[src/verilog/idsx_regs.svh]
// constants for the inc/dec-skip, jump and or execution slice
// assumes 14-bit instruction words of the mid-range 8-bit core
`ifndef IDSX_REGS_SVH
`define IDSX_REGS_SVH
// opcode field patterns, instruction bits 13:8
`define IDSX_OP_DEC_SKIP   6'h0b
`define IDSX_OP_INC_SKIP   6'h0f
`define IDSX_OP_INC_FILE   6'h0a
`define IDSX_OP_OR_FILE    6'h04
`define IDSX_OP_OR_LIT     6'h38
// jump uses bits 13:11 only
`define IDSX_OP_JUMP       3'h5
// field positions
`define IDSX_DEST_BIT      7
`define IDSX_LATCH_HI      4
`define IDSX_LATCH_LO      3
// reset values
`define IDSX_ACC_RST       8'h00
`define IDSX_PC_RST        13'h0000
`define IDSX_NOP_WORD      14'h0000
`endif

[src/verilog/idsx_pkg.sv]
// types shared by the execution slice
// assumes the constants header is included by users
package idsx_pkg;
    typedef enum logic [2:0] {
        IDSX_NONE     = 3'b000,
        IDSX_DEC_SKIP = 3'b001,
        IDSX_INC_SKIP = 3'b010,
        IDSX_INC_FILE = 3'b011,
        IDSX_OR_FILE  = 3'b100,
        IDSX_OR_LIT   = 3'b101,
        IDSX_JUMP     = 3'b110
    } idsx_op_t;
    typedef enum logic [0:0] {
        IDSX_ST_RUN   = 1'b0,
        IDSX_ST_FLUSH = 1'b1
    } idsx_state_t;
endpackage

[src/verilog/idsx_exec.sv]
// execution slice: skip-on-zero inc/dec, inc, or with file/literal, absolute jump
// assumes fetch presents one word per enabled cycle and the file register
// read data for instr[6:0] is valid combinationally in that same cycle
// and that a write on file_we lands at the edge that ends its cycle
//
// Operation
// - decrement-skip subtracts one, writes destination, flags untouched
// - decrement-skip zero result turns the next instruction into a nop
// - nonzero skip result lets the next instruction run normally
// - increment-skip adds one, writes destination, flags untouched
// - increment-skip zero result turns the next instruction into a nop
// - seven-bit file address; destination bit 0 accumulator, 1 file
// - jump copies upper latch bits 4..3 into program counter 12..11
// - jump takes two cycles and leaves flags untouched
// - or-literal ors accumulator with eight-bit literal, updates null flag
// - increment-file adds one, writes destination, updates null flag
// - or-with-file ors accumulator and file, writes destination, updates flag
`timescale 1ns/100ps
`default_nettype none
`include "idsx_regs.svh"
module idsx_exec (
    // clock and reset
    input  wire logic        sys_clk,
    input  wire logic        nrst,
    // fetch side
    input  wire logic        instr_valid,
    input  wire logic [13:0] instr,
    input  wire logic [7:0]  upper_pc_latch,
    // file register read
    input  wire logic [7:0]  file_rdata,
    // file register write
    output logic             file_we,
    output logic [6:0]       file_addr,
    output logic [7:0]       file_wdata,
    // core state
    output logic [7:0]       acc,
    output logic             result_null_flag,
    output logic [12:0]      pc,
    output logic             pc_load,
    output logic             nop_slot
);
    // decoded word class
    idsx_pkg::idsx_op_t    op;
    // control state
    idsx_pkg::idsx_state_t state_r;
    idsx_pkg::idsx_state_t state_nxt;
    // architectural state seen at the ports
    logic [7:0]            acc_r;
    logic [7:0]            acc_nxt;
    logic                  zf_r;
    logic                  zf_nxt;
    logic [12:0]           pc_r;
    logic [12:0]           pc_nxt;
    logic                  pcl_r;
    logic                  pcl_nxt;
    logic                  nop_r;
    logic                  nop_nxt;
    // write port towards the file registers
    logic                  we_r;
    logic                  we_nxt;
    logic [6:0]            wa_r;
    logic [6:0]            wa_nxt;
    logic [7:0]            wd_r;
    logic [7:0]            wd_nxt;
    // datapath helpers
    logic [7:0]            result;
    logic                  to_file;
    logic                  writes;
    logic                  fwd_hit;
    logic [7:0]            file_q;

    idsx_decode u_dec (
        .instr (instr),
        .op    (op)
    );

    // the file write lands one edge after its instruction, so a word that reads the
    // register just written would see stale contents; take the pending data instead
    assign fwd_hit = we_r && (wa_r == instr[6:0]);
    assign file_q  = fwd_hit ? wd_r : file_rdata;

    // shared constants are edited by hand; refuse a set the datapath cannot serve
    // the latch field has to fill exactly pc bits 12..11
    if (`IDSX_LATCH_HI - `IDSX_LATCH_LO != 1) begin : g_latch_chk
        $error("upper latch field must be two bits wide");
    end
    // address takes bits 6..0 and the literal 7..0, so destination must be bit 7
    if (`IDSX_DEST_BIT != 7) begin : g_dest_chk
        $error("destination bit must sit just above the file address");
    end
    // the jump pattern is decoded first and would shadow any opcode inside it
    if ((`IDSX_OP_DEC_SKIP >> 3) == `IDSX_OP_JUMP ||
        (`IDSX_OP_INC_SKIP >> 3) == `IDSX_OP_JUMP ||
        (`IDSX_OP_INC_FILE >> 3) == `IDSX_OP_JUMP ||
        (`IDSX_OP_OR_FILE >> 3) == `IDSX_OP_JUMP ||
        (`IDSX_OP_OR_LIT >> 3) == `IDSX_OP_JUMP) begin : g_op_chk
        $error("an opcode falls inside the jump pattern");
    end

    // one word per valid cycle; decisions are registered so that
    // every port stays a flop output
    always_comb begin
        state_nxt = state_r;
        acc_nxt   = acc_r;
        zf_nxt    = zf_r;
        pc_nxt    = pc_r;
        pcl_nxt   = 1'b0;
        we_nxt    = 1'b0;
        wa_nxt    = wa_r;
        wd_nxt    = wd_r;
        nop_nxt   = 1'b0;
        result    = 8'h00;
        writes    = 1'b0;
        to_file   = instr[`IDSX_DEST_BIT];
        // idle cycles keep a pending flush for the next real word
        if (instr_valid) begin
            case (state_r)
                idsx_pkg::IDSX_ST_FLUSH: begin
                    // the word in this slot is discarded and executed as a nop
                    nop_nxt   = 1'b1;
                    state_nxt = idsx_pkg::IDSX_ST_RUN;
                end
                idsx_pkg::IDSX_ST_RUN: begin
                    case (op)
                        idsx_pkg::IDSX_DEC_SKIP: begin
                            result = file_q - 8'h01;
                            writes = 1'b1;
                            if (result == 8'h00) begin
                                state_nxt = idsx_pkg::IDSX_ST_FLUSH;
                            end
                        end
                        idsx_pkg::IDSX_INC_SKIP: begin
                            result = file_q + 8'h01;
                            writes = 1'b1;
                            if (result == 8'h00) begin
                                state_nxt = idsx_pkg::IDSX_ST_FLUSH;
                            end
                        end
                        idsx_pkg::IDSX_INC_FILE: begin
                            result = file_q + 8'h01;
                            writes = 1'b1;
                            zf_nxt = (result == 8'h00);
                        end
                        idsx_pkg::IDSX_OR_FILE: begin
                            result = acc_r | file_q;
                            writes = 1'b1;
                            zf_nxt = (result == 8'h00);
                        end
                        idsx_pkg::IDSX_OR_LIT: begin
                            // literal form never touches the file registers
                            result  = acc_r | instr[7:0];
                            acc_nxt = result;
                            zf_nxt  = (result == 8'h00);
                        end
                        idsx_pkg::IDSX_JUMP: begin
                            // upper bits come from the latch as it stands this cycle
                            pc_nxt = {upper_pc_latch[`IDSX_LATCH_HI:`IDSX_LATCH_LO],
                                      instr[10:0]};
                            pcl_nxt   = 1'b1;
                            // fetched word behind the jump is stale
                            state_nxt = idsx_pkg::IDSX_ST_FLUSH;
                        end
                        idsx_pkg::IDSX_NONE: begin
                            // words of other slices pass through without effect here
                        end
                        default: begin
                        end
                    endcase
                    // destination 0 leaves the file untouched, so no write pulse
                    if (writes) begin
                        if (to_file) begin
                            we_nxt = 1'b1;
                            wa_nxt = instr[6:0];
                            wd_nxt = result;
                        end else begin
                            acc_nxt = result;
                        end
                    end
                end
                default: state_nxt = idsx_pkg::IDSX_ST_RUN;
            endcase
        end
    end

    // every output leaves straight from this register bank
    always_ff @(posedge sys_clk or negedge nrst) begin
        if (!nrst) begin
            state_r <= idsx_pkg::IDSX_ST_RUN;
            acc_r   <= `IDSX_ACC_RST;
            zf_r    <= 1'b0;
            pc_r    <= `IDSX_PC_RST;
            pcl_r   <= 1'b0;
            we_r    <= 1'b0;
            wa_r    <= 7'h00;
            wd_r    <= 8'h00;
            nop_r   <= 1'b0;
        end else begin
            state_r <= state_nxt;
            acc_r   <= acc_nxt;
            zf_r    <= zf_nxt;
            pc_r    <= pc_nxt;
            pcl_r   <= pcl_nxt;
            we_r    <= we_nxt;
            wa_r    <= wa_nxt;
            wd_r    <= wd_nxt;
            nop_r   <= nop_nxt;
        end
    end

    // ports are the registers themselves, no logic after the flops
    assign acc              = acc_r;
    assign result_null_flag = zf_r;
    assign pc               = pc_r;
    assign pc_load          = pcl_r;
    assign file_we          = we_r;
    assign file_addr        = wa_r;
    assign file_wdata       = wd_r;
    assign nop_slot         = nop_r;
endmodule
`default_nettype wire

[src/verilog/idsx_decode.sv]
// instruction word classifier for the execution slice
// assumes a registered instruction word on the same clock
`timescale 1ns/100ps
`default_nettype none
`include "idsx_regs.svh"
module idsx_decode (
    // instruction word
    input  wire logic [13:0]      instr,
    // classification
    output idsx_pkg::idsx_op_t    op
);
    always_comb begin
        op = idsx_pkg::IDSX_NONE;
        if (instr[13:11] == `IDSX_OP_JUMP) begin
            op = idsx_pkg::IDSX_JUMP;
        end else begin
            case (instr[13:8])
                `IDSX_OP_DEC_SKIP: op = idsx_pkg::IDSX_DEC_SKIP;
                `IDSX_OP_INC_SKIP: op = idsx_pkg::IDSX_INC_SKIP;
                `IDSX_OP_INC_FILE: op = idsx_pkg::IDSX_INC_FILE;
                `IDSX_OP_OR_FILE:  op = idsx_pkg::IDSX_OR_FILE;
                `IDSX_OP_OR_LIT:   op = idsx_pkg::IDSX_OR_LIT;
                default:           op = idsx_pkg::IDSX_NONE;
            endcase
        end
    end
endmodule
`default_nettype wire

[config.mk]
export PLATFORM = sky130hd
export DESIGN_NAME = idsx_exec
export DESIGN_NICKNAME = d
export VERILOG_FILES = /design/src/verilog/idsx_pkg.sv /design/src/verilog/idsx_exec.sv /design/src/verilog/idsx_decode.sv
export VERILOG_INCLUDE_DIRS = /design/src /design/src/verilog
export SDC_FILE = /design/constraint.sdc
export NUM_CORES = 1
export LEC_CHECK = 0
export BUFFER_PORTS_ARGS = -buffer_cell sky130_fd_sc_hd__buf_4
export CAP_MARGIN = 20
export CORE_UTILIZATION = 49
export DETAILED_ROUTE_END_ITERATION = 10
export GPL_ROUTABILITY_DRIVEN = 1
export GPL_TIMING_DRIVEN = 1
export PLACE_DENSITY_LB_ADDON = 0.08
export SETUP_SLACK_MARGIN = 0.2
export SLEW_MARGIN = 5
export SYNTH_ARGS = -nofsm -noshare
export SYNTH_HDL_FRONTEND = slang
export SYNTH_SLANG_ARGS = --single-unit
[constraint.sdc]
create_clock -name sys_clk -period 2.8 [get_ports sys_clk]
set_input_delay 0.56 -clock sys_clk [delete_from_list [all_inputs] [get_ports sys_clk]]
set_output_delay 0.56 -clock sys_clk [all_outputs]
set_load 0.05 [all_outputs]
==> results of run 1 <==
-- state kept, by name, indices dropped and copies added (netlist names) --
register and flops:
pc 13, acc 8, nop_slot 1, file_addr 7, file_we 1, file_wdata 8
pc_load 1, result_null_flag 1, state_r 1
-- worst paths after layout --
kind / startpoint / endpoint / slack, ps
worst min register to register: pc[11] / pc[11] / 490
max in group asynchronous: nrst / file_addr[3] / 2180
worst max register to register: file_addr[1] / state_r / 70
worst max-delay path: file_addr[1] / state_r / 70
min in group sys_clk: upper_pc_latch[3] / pc[11] / 450
worst min-delay path: nrst / file_wdata[5] / 240
-- worst max-delay path: stages, from the launching register on --
cell      delay, ps
dfrtp_2         460
xnor2_4         180
nand4_1         190
nor2_4          180
mux2_4          350
inv_4            70
ha_4            160
nor3b_4         210
nand2_1         100
xnor2_1         130
mux2i_1         240
buf_4           150
nand3b_1        110
o21ai_1         130
-- final cells by class --
type                       instances  area share (%)
multi-input combinational        268            49.3
sequential                        41            24.9
timing repair buffer             110            19.9
tap                               75            2.26
clock buffer                       5            1.65
clock inverter                     3            1.11
inverter                           9           0.872
-- synth_stat cells, drive strengths merged (2+ instances only) --
master / count / area [sq um]
a211oi: 11 / 82.6
mux2: 20 / 225
nor3b: 2 / 15.0
nor4b: 2 / 23.8
xnor2: 19 / 166
mux2i: 4 / 40.0
a31oi: 17 / 106
a21oi: 17 / 85.1
o2111ai: 3 / 26.3
o211a: 2 / 20.0
nor4: 8 / 62.6
buf: 12 / 75.1
dfrtp: 41 / 1030
nor2b: 2 / 12.5
ha: 3 / 37.5
o31ai: 2 / 15.0
nand3: 13 / 65.1
nand4: 12 / 75.1
and3: 2 / 12.5
and2: 3 / 18.8
inv: 9 / 33.8
xor2: 3 / 26.3
nand2b: 5 / 31.3
nand2: 23 / 86.3
a211o: 2 / 17.5
nor2: 28 / 108
o21a: 2 / 15.0
clkbuf: 13 / 48.8
o21ai: 14 / 70.1
a21boi: 2 / 15.0
a22oi: 3 / 27.5
or3: 2 / 12.5
o211ai: 5 / 37.5
or4: 4 / 37.5
and4: 7 / 62.6
nor3: 8 / 50.1
-- metrics by stage --
stage / cell area (sq um) / cells / hold slack (ps) / setup slack, ps / TNS (ps)
after detailed placement: 3890 / 491 / 471 / -223 / -1030
after CTS: 4110 / 507 / 257 / 95.7 / 0
after global placement: 3890 / 491 / 463 / -135 / -482
after global routing: 4160 / 511 / 283 / -39.4 / -39.4
after floorplan: 3180 / 343 / 264 / 134 / 0
final: 4160 / 511 / 236 / 71.9 / 0
-- timing repair --
item | CTS | global route
resized for setup | 6 | 4
hold endpoints to repair | 0 | 0
pin swaps | 11 | 18
setup buffers | 8 | 4
setup endpoints to repair | 7 | 9
-- report_power, final --
group	internal, mW	leakage [nW]	switching (mW)
logic	0.515	1.16	0.864
clock network	0.267	0.0543	0.219
registers	0.733	0.501	0.203
total	1.51	1.72	1.29
-- logic make-up (layout without fill, tap and decap cells) --
kind of cell	after synthesis	after routing
AOI/OAI and AO/OA	93	93
xor gates and xnor gates	22	22
adders and majority gates	3	3
buffers and inverters	34	127
DFF	41	41
muxes	24	24
and+or+nand+nor	126	126
-- per-layer routing --
layer,share of wire [%],global-route usage (%),vias to the layer above
met3,8.2,5.68,31
met4,3.8,13.8,0
met5,0,0,-
li1,-,-,1491
met1,41,41.6,1561
met2,47,50.5,191
==> impl.org, run 1 <==
** Placed design
- The congestion estimate from routability-driven global placement came to 1.03.
- Hpwl dp :: 7350 microns
- Buffers on Ports :: 66

** STA
- Timing would allow up to 367 MHz.
- Worst clock skew on the final layout :: 7.30 ps
- At the pin with the least slew margin, the transition time is 530 ps.
- Number of max-slew violations in the final report :: 0
- Endpoints failing setup :: 0
- The worst pin sits at a relative slew slack of 64.5%.
- Counting I/O delays and the setup requirement, the final critical path takes 2730 ps.
- Unrepaired setup endpoints after global routing :: yes
- The number of hold violations in the final report came to 0.
- Final clock period utilization by the worst path :: 97.4%

** Route
- The first detailed-routing pass took 5 iterations.
- Via-per-instance ratio :: 6.41
- Vias :: 3274
- Once detail routing completed, the nets flagged for antenna violations numbered 0.
- Average wire length per cell after detail routing :: 19.3 microns
- For this block, the routed nets add up to 9890 microns of wire.
- After the first detailed-routing iteration, the DRC count stood at 229.
- In the routed design, unresolved DRC markers number 0.

** Die
- During I/O placement, the number of pins put on the boundary was 73.
- In this run the core area contains 28 standard-cell rows.
- Placeable core area :: 0.00596 sq mm
- Die area :: 0.00650 sq mm
- Initial standard-cell utilization of the core :: 50.9%
- Die Y-Extent :: 80.6 microns
- The floorplan step set the die width to 80.6 microns.

** Finish
- Leaving out fill and tap cells, the most frequent cell in the layout is buf_4.
- After the last flow step, the layout net total stands at 471.
- Counting the fill cells in the layout gives 503.
- Number of inserted diodes :: 0
- In the final layout, flip-flops and latches occupy 0.00104 sq mm.
- Cells fill 69.8% of the core in the end.
- Proportion of layout cells with a drive suffix above 1 :: 39.7%
- Summing all multi-input logic gate instances after layout gives 0.00205 sq mm.
- Signed area change from the synthesized netlist to the final layout :: 37.3%
- In the layout the commonest cells are 110 x buf_4, 33 x dfrtp_1, 27 x nor2_1.

** Power
- Summed over all cells, the static leakage comes to 1.72 nW.
- Pwr dens :: 674 mW/mm^2
- Worst voltage drop across the vdd grid :: 580 uV
- The completed layout was analyzed and its total power is 2.80 mW.

** Logic synthesis
- After synthesis, the largest family of logic cells by area is simple AND/OR/NAND/NOR gates.
- Multiplexer share of the synthesized area :: 8.76%
- In this run the cell area of the synthesized design comes to 0.00303 sq mm.
- Number of cells produced by synthesis :: 343
- The number of nets in the synthesized netlist is 379.
- Yosys mapped the design onto 65 distinct sky130hd cell types.
- The synthesized netlist devotes 21.0% of its cell area to compound gates.
- After Yosys synthesis, XOR and XNOR cells account for 6.36% of the synthesized area.
- Avg Inst Size Synth :: 8.83 sq um
- During synthesis, Yosys emitted a total of 0 warnings.
- Adder-cell share of the synthesized area :: 1.24%
- Seq cells post-synth :: 41
- Count of flip-flops with a built-in enable after synthesis :: 0
- Of all flip-flops after synthesis, the portion carrying an async set or reset was 100%.
- In the synthesized netlist the dominant register cell turns out to be dfrtp_1.
- Portion of the post-synthesis area used by sequential elements :: 33.9%
- Of the total synthesized cell area, the portion taken by AND, OR, NAND and NOR gates is 23.5%.

** Critical path
- Required time worst endpoint :: 3030 ps
- At the worst endpoint, the arrival time is 2960 ps.
- Worst Path Max Fanout :: 6
- The worst setup path is launched from a register.
- Crit Path Category :: register to register
- STA classifies the critical path endpoint as a register.
- Depth of the most critical reg-to-reg path :: 13

** CTS
- TritonCTS built the clock tree.
- The tree built by TritonCTS fans out to 41 sinks.
- Count of hold-fix buffers inserted at cts :: 0
- TritonCTS Buffers :: 5
- Clock latency at the later pin of the worst-skew pair :: 290 ps
- The tree is rooted in a clkbuf_8.
- CTS built an H-tree with a depth of 2.
- After clock tree synthesis, the clock-pin slew on the worst setup and hold paths is 90 ps.
- Counting along the longest clock path gives a buffer depth of 2.

** Worst hold path
- Type of the tightest min-delay check :: input port to asynchronous set/reset pin

** Global routing
- Pin count of the biggest net entering global routing :: 42
- Global-route wire length before repair :: 15300 microns
- Total global-route track usage :: 31.6%
- The via count of the first global-routing pass came to 2996.
- The initial antenna violation count is 0.
- Remaining global-route overflow :: 0

** Job
- Max-cap violations in this run came to 0.

** Run status
- Outcome :: complete, no violations
(Power assumes the default switching activity.)
==> run 2: changes to the inputs <==
--- a/config.mk
+++ b/config.mk
@@ -6,9 +6,10 @@
 export SDC_FILE = /design/constraint.sdc
 export NUM_CORES = 1
 export LEC_CHECK = 0
+export ABC_AREA = 1
 export BUFFER_PORTS_ARGS = -buffer_cell sky130_fd_sc_hd__buf_4
 export CAP_MARGIN = 20
-export CORE_UTILIZATION = 49
+export CORE_UTILIZATION = 48
 export DETAILED_ROUTE_END_ITERATION = 10
 export GPL_ROUTABILITY_DRIVEN = 1
 export GPL_TIMING_DRIVEN = 1
==> impl.org, run 2 <==
** Run status
- Outcome :: complete, no violations

** Job
- The max-cap violation count came to 0 (unchanged).

** STA
- The part of the cycle the worst path needs was 84.6% (-13 points).
- The number of hold violations in the final report was 0 (unchanged).
- The relative max-transition margin came to 62.5% (-2.0 points).
- The achievable clock frequency is 422 MHz (+15%).
- Unrepaired setup endpoints after global routing :: no
- The final critical path time including I/O delays and setup was 2370 ps (-358 ps).
- The final-report max-slew violation count came to 0 (unchanged).
- Final sum of negative setup slack :: 0 ps (unchanged)
- Endpoints failing setup :: 0 (unchanged)
- Worst clock skew on the final layout :: 15.3 ps (+8.01 ps)
- The pin slew with the least headroom to its limit came to 562 ps (+32.2 ps).
- The slack of the critical path is 430 ps (+358 ps).

** Finish
- Final Instance Area :: 0.00353 sq mm (-15%)
- Flip-flop count of the largest register, all copies and words added :: 13 (unchanged)
- Proportion of layout cells with a drive suffix above 1 :: 22.9% (-17 points)
- Signed area change from the synthesized netlist to the final layout :: 27.3%
- The top cell types in the final layout, fill and taps aside, are 155 x nand2_1, 79 x buf_4, 59 x inv_1.
- Leaving out fill and tap cells, the most frequent cell in the layout is nand2_1.
- The area taken by multi-input logic gates is 0.00147 sq mm (-28%).
- The final net count came to 545 (+16%).
- The fill cell instance count of the final layout was 548 (+8.9%).
- The sequential cell area in the final layout was 0.00103 sq mm (-0.97%).
- The antenna diode count was 0 (unchanged).
- The final standard cell utilization of the core was 63.8% (-6.1 points).

** CTS
- TritonCTS Buffers :: 5 (unchanged)
- Count of hold-fix buffers inserted at cts :: 0 (unchanged)
- Clock latency at the later pin of the worst-skew pair :: 310 ps (+20 ps)
- TritonCTS clock tree :: yes
- Depth of the CTS H-tree :: 2 (unchanged)
- The CTS clock-pin slew for the worst setup and hold paths came to 100 ps (about the same).
- Sinks on Clock Net :: 41 (unchanged)
- The largest buffer count on any clock path was 2 (unchanged).
- Root buffer cell :: clkbuf_8

** Placed design
- Post-placement worst setup slack :: 86.3 ps (+309 ps)
- The final weighted congestion in routability-driven placement came to 0.946 (-7.9%).
- Hpwl dp :: 6170 microns (-16%)
- Post-place instance area :: 0.00341 sq mm (-12%)
- The number of buffers added on ports came to 66 (unchanged).

** Power
- The clock network fraction of design power is 19.4% (+2.0 points).
- Pwr dens :: 625 mW/mm^2 (-7.2%)
- The maximum vdd drop was 461 uV (-21%).
- The switching component of the power is 1.04 mW (-19%).
- Share of power burned in combinational logic :: 44.7% (-4.5 points)
- Leakage Power :: 2.00 nW (+16%)
- The fraction of power spent switching nets is 46.9% (+1.0 points).
- Sequential group share of total power :: 35.9% (+2.5 points)
- The internal power contribution came to 1.17 mW (-23%).

** Route
- The number of search-and-repair iterations in the first detailed-routing pass came to 5 (unchanged).
- Number of DRC markers after the initial detailed-route iteration :: 179 (-22%)
- Total DRC errors in the routed layout :: 0 (unchanged)
- Average wire length per cell after detail routing :: 13.5 microns (-30%)
- Vias :: 2976 (-9.1%)
- Via-per-instance ratio :: 5.11 (-20%)
- Remaining number of nets flagged by the antenna check after routing :: 0 (unchanged)
- The final wirelength is 7830 microns (-21%).

** Logic synthesis
- Number of cells produced by synthesis :: 429 (+25%)
- The sequential element share of the synthesized area is 37.0% (+3.1 points).
- The combined area of all synthesized cells came to 0.00278 sq mm (-8.3%).
- The count of warnings emitted by yosys came to 0 (unchanged).
- Unique cell type count in the Yosys netlist :: 30 (-54%)
- Top FF cell, synth :: dfrtp_1
- The average size of a mapped cell is 6.47 sq um (-27%).
- Dominant cell by count in the synthesized netlist :: nand2_1
- Area fraction of the dominant cell type after synthesis :: 37.0% (+3.1 points)
- The post-synthesis net count is 465 (+23%).
- The fraction of registers with async set or reset after synthesis is 100% (unchanged).
- The biggest area contributor in the post-synthesis netlist is dfrtp_1.
- The total of flip-flops plus latches after synthesis was 41 (unchanged).
- The number of synthesized flops with an enable pin is 0 (unchanged).
- Main area contributors after synthesis :: dfrtp_1 37%, nand2_1 21%, inv_1 8.0%
- By count the netlist is led by 155 x nand2_1, 59 x inv_1, 41 x dfrtp_1, 41 x nor2_1, 27 x nand3_1.

** Critical path
- Launch point of the critical path :: file_addr[4]
- Crit Path Category :: register to register
- The data arrival time at the worst-slack endpoint was 2570 ps (-390 ps).
- Start of the worst register-to-register path :: file_addr[4]
- The worst path required time is 3000 ps (-30 ps).
- Worst Path Max Fanout :: 7 (+1)
- STA classifies the critical path endpoint as a register.
- STA classifies the critical path startpoint as a register.

** Die
- Placeable core area :: 0.00554 sq mm (-7.0%)
- The site row count was 27 (-3.6%).
- The floorplan die height came to 78.1 microns (-3.2%).
- The total I/O pin count came to 73 (unchanged).
- Initial standard-cell utilization of the core :: 50.1% (-0.75 points)
- Die width :: 78.1 microns (-3.2%)
- The area enclosed by the die boundary was 0.00609 sq mm (-6.3%).

** Global routing
- The overall fraction of global-route tracks in use was 26.9% (-4.7 points).
- Vias in the first global route :: 2728 (-8.9%)
- Remaining global-route overflow :: 0 (unchanged)
- The initial antenna violation count came to 0 (unchanged).
- Pin count of the biggest net entering global routing :: 42 (unchanged)
- The global-route wire length before repair was 12700 microns (-17%).

** Worst hold path
- The worst hold path belongs to the class input port to asynchronous set/reset pin.
run 2: cell count changes after synthesis, moves of 8 or more:
cell / before / now
a211oi_1: 11 / 0
a31oi_1: 17 / 0
clkbuf_1: 13 / 3
inv_1: 9 / 59
inv_2: 0 / 8
mux2_2: 17 / 0
nand2_1: 23 / 155
nand2_2: 0 / 9
nand3_1: 13 / 27
nor2_1: 27 / 41
o21ai_0: 9 / 26
xnor2_1: 19 / 0
run 2: worst max-delay path: stages, from the launching register on:
cell and delay, ps:
dfrtp_1 410, inv_1 80, nand2_1 50, nand2_1 90
nand2_1 130, nor2_8 160, nand2_4 100, nand2_1 80
nand2_2 90, inv_1 90, ha_1 160, nand2_1 100
o21ai_0 160, o21ai_1 120, nand2_1 70, o2111ai_1 160
o21ai_1 170, inv_1 50
run 2: layer usage:
| metal | wire [microns] | vias up | GRT usage, % |
|---|---|---|---|
| li1 | - | 1506 | - |
| met1 | 3680 | 1337 | 37.2 |
| met2 | 3480 | 117 | 42.2 |
| met3 | 508 | 16 | 3.95 |
| met4 | 164 | 0 | 11.3 |
| met5 | 0 | - | 0 |
run 2: cell families (layout without fill, tap and decap cells):
logic type                 Yosys count  in the layout  synth area share (%)
and+or+nand+nor                    254            254                  39.7
DFF                                 41             41                  37.0
xor gates and xnor gates             1              1                 0.316
adders and majority gates            3              3                  1.35
buffers and inverters               75            156                  10.3
AOI/OAI and AO/OA                   55             55                  11.4
run 2: worst paths after layout:
| check | to | slack (ps) | cells past startpoint |
|---|---|---|---|
| hold reg to reg | pc[12] | 480 | 2 |
| setup reg to reg | acc[4] | 430 | 17 |
| max in group asynchronous | acc[5] | 2200 | 1 |
| min in group sys_clk | nop_slot | 440 | 3 |
| hold / removal | acc[0] | 230 | 1 |
| setup / recovery | acc[4] | 430 | 17 |
run 2: power groups by stage:
stage | Sequential, mW | Clock, mW | Combinational [mW]
global placement | 0.800 | 0 | 0.969
floorplan | 1.18 | 0 | 0.277
global route | 0.806 | 0.456 | 1.05
CTS | 0.791 | 0.430 | 0.986
finish | 0.792 | 0.428 | 0.988
detailed placement | 0.802 | 0 | 0.982
run 2: stage by stage:
step | cells | power [mW] | hold WS (ps)
after global placement | 571 | 1.77 | 455
after global routing | 582 | 2.31 | 268
after detailed placement | 571 | 1.78 | 464
after CTS | 579 | 2.21 | 248
after floorplan | 429 | 1.46 | 264
final | 582 | 2.21 | 227
run 2: repair_timing:
item,in CTS,in global routing
gates resized for setup,0,2
setup buffers,0,3
setup endpoints to repair,0,5
run 2: final cells by class:
type / count / area share [%]
Tap cell: 72 / 2.55
Inverter: 69 / 7.33
Clock inverter: 3 / 0.708
Sequential cell: 41 / 29.0
Clock buffer: 5 / 1.95
Timing Repair Buffer: 79 / 16.8
Multi-Input combinational cell: 313 / 41.6
==> run 3: changes to the inputs <==
--- a/config.mk
+++ b/config.mk
@@ -9,7 +9,7 @@
 export ABC_AREA = 1
 export BUFFER_PORTS_ARGS = -buffer_cell sky130_fd_sc_hd__buf_4
 export CAP_MARGIN = 20
-export CORE_UTILIZATION = 48
+export CORE_UTILIZATION = 53
 export DETAILED_ROUTE_END_ITERATION = 10
 export GPL_ROUTABILITY_DRIVEN = 1
 export GPL_TIMING_DRIVEN = 1
==> constraint.sdc (replaced) <==
create_clock -name sys_clk -period 2.2 [get_ports sys_clk]
set_input_delay 0.44 -clock sys_clk [delete_from_list [all_inputs] [get_ports sys_clk]]
set_output_delay 0.44 -clock sys_clk [all_outputs]
set_load 0.05 [all_outputs]
==> impl.org, run 3 (synthesis results as in run 2) <==
** Run status
- The flow ran to the end, but the final reports show violations.
- Violated checks :: negative setup slack

** CTS
- The largest buffer count on any clock path came to 2 (unchanged).
- Count of hold-fix buffers inserted at cts :: 0 (unchanged)
- TritonCTS clock tree :: yes
- Sinks on Clock Net :: 41 (unchanged)
- The number of buffers created by CTS is 5 (unchanged).
- Depth of the CTS H-tree :: 2 (unchanged)
- The CTS clock-pin slew for the worst setup and hold paths came to 90 ps (about the same).
- The clock insertion delay at the later pin of the skew report came to 300 ps (about the same).
- Clock tree synthesis selected as its root buffer the cell clkbuf_8.

** Finish
- Leaving out fill and tap cells, the most frequent cells in the layout are 119 x buf_4, 116 x nand2_1, 48 x inv_1.
- Most common cell after layout, fill and taps aside :: buf_4
- Relative to the synthesized area, the layout overhead comes to 56.1%.
- The final net count was 595 (+9.2%).
- The flip-flop count of the largest register after layout is 13 (unchanged).
- Proportion of layout cells with a drive suffix above 1 :: 45.0% (+22 points)
- Number of inserted diodes :: 0 (unchanged)

** Critical path
- Sort of element at the end of the critical path :: register
- The worst setup path is launched from a register.
- Crit Path Category :: register to register
- Worst path slowest cell :: dfrtp_2
- Walking the worst path, the cells encountered are inv_2 -> nand2_1 -> nand2_1 -> inv_1 -> nand2_1 -> nor2_2 -> nand2_1 -> nand2_1 -> nand2_1 -> inv_1 -> nand2_1 -> nor2_1 -> nand2_1 -> xor2_1 -> o21bai_1 -> buf_4 -> a21o_1.
- Counting stages on the worst path, the most repeated cell is nand2_1.
- The count of buffering cells on the critical path with inverters included was 4 (+1).
- Arrival time worst endpoint :: 2600 ps (+30 ps)
- Worst Path Max Fanout :: 4 (-3)
- CP max stage delay :: 430 ps (+20 ps)
- Top cell family by delay on the critical path :: simple AND/OR/NAND/NOR gates
- Required time worst endpoint :: 2400 ps (-600 ps)

** Global routing
- The via count of the first global-routing pass was 2974 (+9.0%).
- The overall fraction of global-route tracks in use is 32.0% (+5.0 points).
- Remaining global-route overflow :: 0 (unchanged)
- Global-route wire length before repair :: 13300 microns (+4.9%)
- Antenna violations before repair :: 0 (unchanged)
- The pin count of the biggest net entering global routing was 42 (unchanged).

** Job
- The max-cap violation count was 0 (unchanged).

** STA
- Measured slew at the worst slew-check pin :: 609 ps (+46.8 ps)
- The number of hold violations in the final report is 0 (unchanged).
- Final clock period utilization by the worst path :: 109% (+24 points)
- The number of failing setup endpoints in the final timing report came to 14 (+14).
- The final-report max-slew violation count was 0 (unchanged).
- Setup repair after global routing could not meet its margin everywhere.
- Headroom to the max-slew limit :: 59.4% (-3.1 points)
- Final sum of negative setup slack :: -1830 ps (-1830 ps)
- The achievable clock frequency is 417 MHz (-1.1%).
- The slack of the critical path came to -197 ps (-627 ps).
- The clock skew was 6.41 ps (-8.89 ps).
- The final hold slack came to 115 ps (-112 ps).
- Final Critical Period :: 2400 ps (+26.8 ps)

** Die
- The width of the chip is 74.4 microns (-4.7%).
- The site row count is 25 (-7.4%).
- The total I/O pin count was 73 (unchanged).
- The area enclosed by the die boundary is 0.00553 sq mm (-9.2%).
- Placeable core area :: 0.00488 sq mm (-12%)
- Initial standard-cell utilization of the core :: 56.9% (+6.8 points)
- The floorplan die height is 74.4 microns (-4.7%).

** Route
- Vias :: 3551 (+19%)
- Via-per-instance ratio :: 5.66 (+11%)
- DRT Wirelength :: 10200 microns (+30%)
- The count of antenna-violating nets left after detailed routing came to 0 (unchanged).
- The detailed-route DRC error count is 0 (unchanged).
- The number of search-and-repair iterations in the first detailed-routing pass was 5 (unchanged).
- The number of design-rule violations left by the first detailed-router iteration came to 280 (+56%).
- Average wire length per cell after detail routing :: 16.2 microns (+21%)

** Placed design
- The detailed placer's ending HPWL came to 6580 microns (+6.7%).
- Placer's final routability congestion estimate :: 0.954 (+0.88%)
- Buffers on Ports :: 66 (unchanged)

** Power
- Total power :: 3.10 mW (+40%)
- The leakage power figure is 2.31 nW (+16%).
- The power per unit of standard cell area is 714 mW/mm^2 (+14%).
- Worst voltage drop across the vdd grid :: 745 uV (+62%)

** Worst hold path
- Type of the tightest min-delay check :: input port to asynchronous set/reset pin
-- run 3: path summary, 6_finish.rpt --
check	startpoint	endpoint	slack (ps)	cells after the start
max	file_addr[5]	acc[7]	-200	17
min in group sys_clk	upper_pc_latch[3]	pc[11]	340	3
min	nrst	pc[2]	120	1
min reg2reg	pc[12]	pc[12]	490	2
max in group asynchronous	nrst	file_addr[2]	1690	1
max reg2reg	file_addr[5]	acc[7]	-200	17
-- run 3: through the flow --
step | setup slack [ps] | cell area, sq um | cells | util, %
3_3_place_gp | -213 | 3800 | 608 | 77.8
4_1_cts | -50.1 | 3950 | 618 | 80.9
3_5_place_dp | -274 | 3800 | 608 | 77.8
2_1_floorplan | 32.2 | 2850 | 429 | -
5_1_grt | -341 | 4330 | 627 | 88.8
6_report | -197 | 4330 | 627 | 88.8
-- run 3: final cells by class --
class	instances	area, sq um
multi-input cells	313	1840
clock buffers	5	68.8
well taps	67	83.8
inverters	69	269
fillers	242	546
flip-flops and latches	41	1040
clock inverters	3	25.0
repair buffers	129	1010
-- run 3: per-layer routing --
| layer | part of all wire [%] | GRT usage, % | vias to the layer above |
|---|---|---|---|
| li1 | - | - | 1600 |
| met1 | 38 | 41.9 | 1634 |
| met2 | 48 | 54.5 | 253 |
| met3 | 9.4 | 5.01 | 64 |
| met4 | 4.7 | 9.64 | 0 |
| met5 | 0 | 0 | - |
-- run 3: worst reg2reg max path, stage by stage (launching register included) --
cell and delay, ps:
dfrtp_2 430, inv_2 70, nand2_1 70, nand2_1 80
inv_1 70, nand2_1 60, nor2_2 150, nand2_1 110
nand2_1 80, nand2_1 170, inv_1 140, nand2_1 90
nor2_1 100, nand2_1 70, xor2_1 210, o21bai_1 90
buf_4 150, a21o_1 150
-- run 3: power breakdown --
| group | internal (mW) | switching [mW] | total [mW] |
|---|---|---|---|
| registers | 0.902 | 0.129 | 1.03 |
| clock network | 0.230 | 0.305 | 0.534 |
| logic | 0.500 | 1.03 | 1.53 |
-- run 3: repair_timing --
action	in CTS	in global routing
pin swaps	10	49
setup buffers	2	9
gates resized for setup	12	85
setup endpoints to repair	16	18
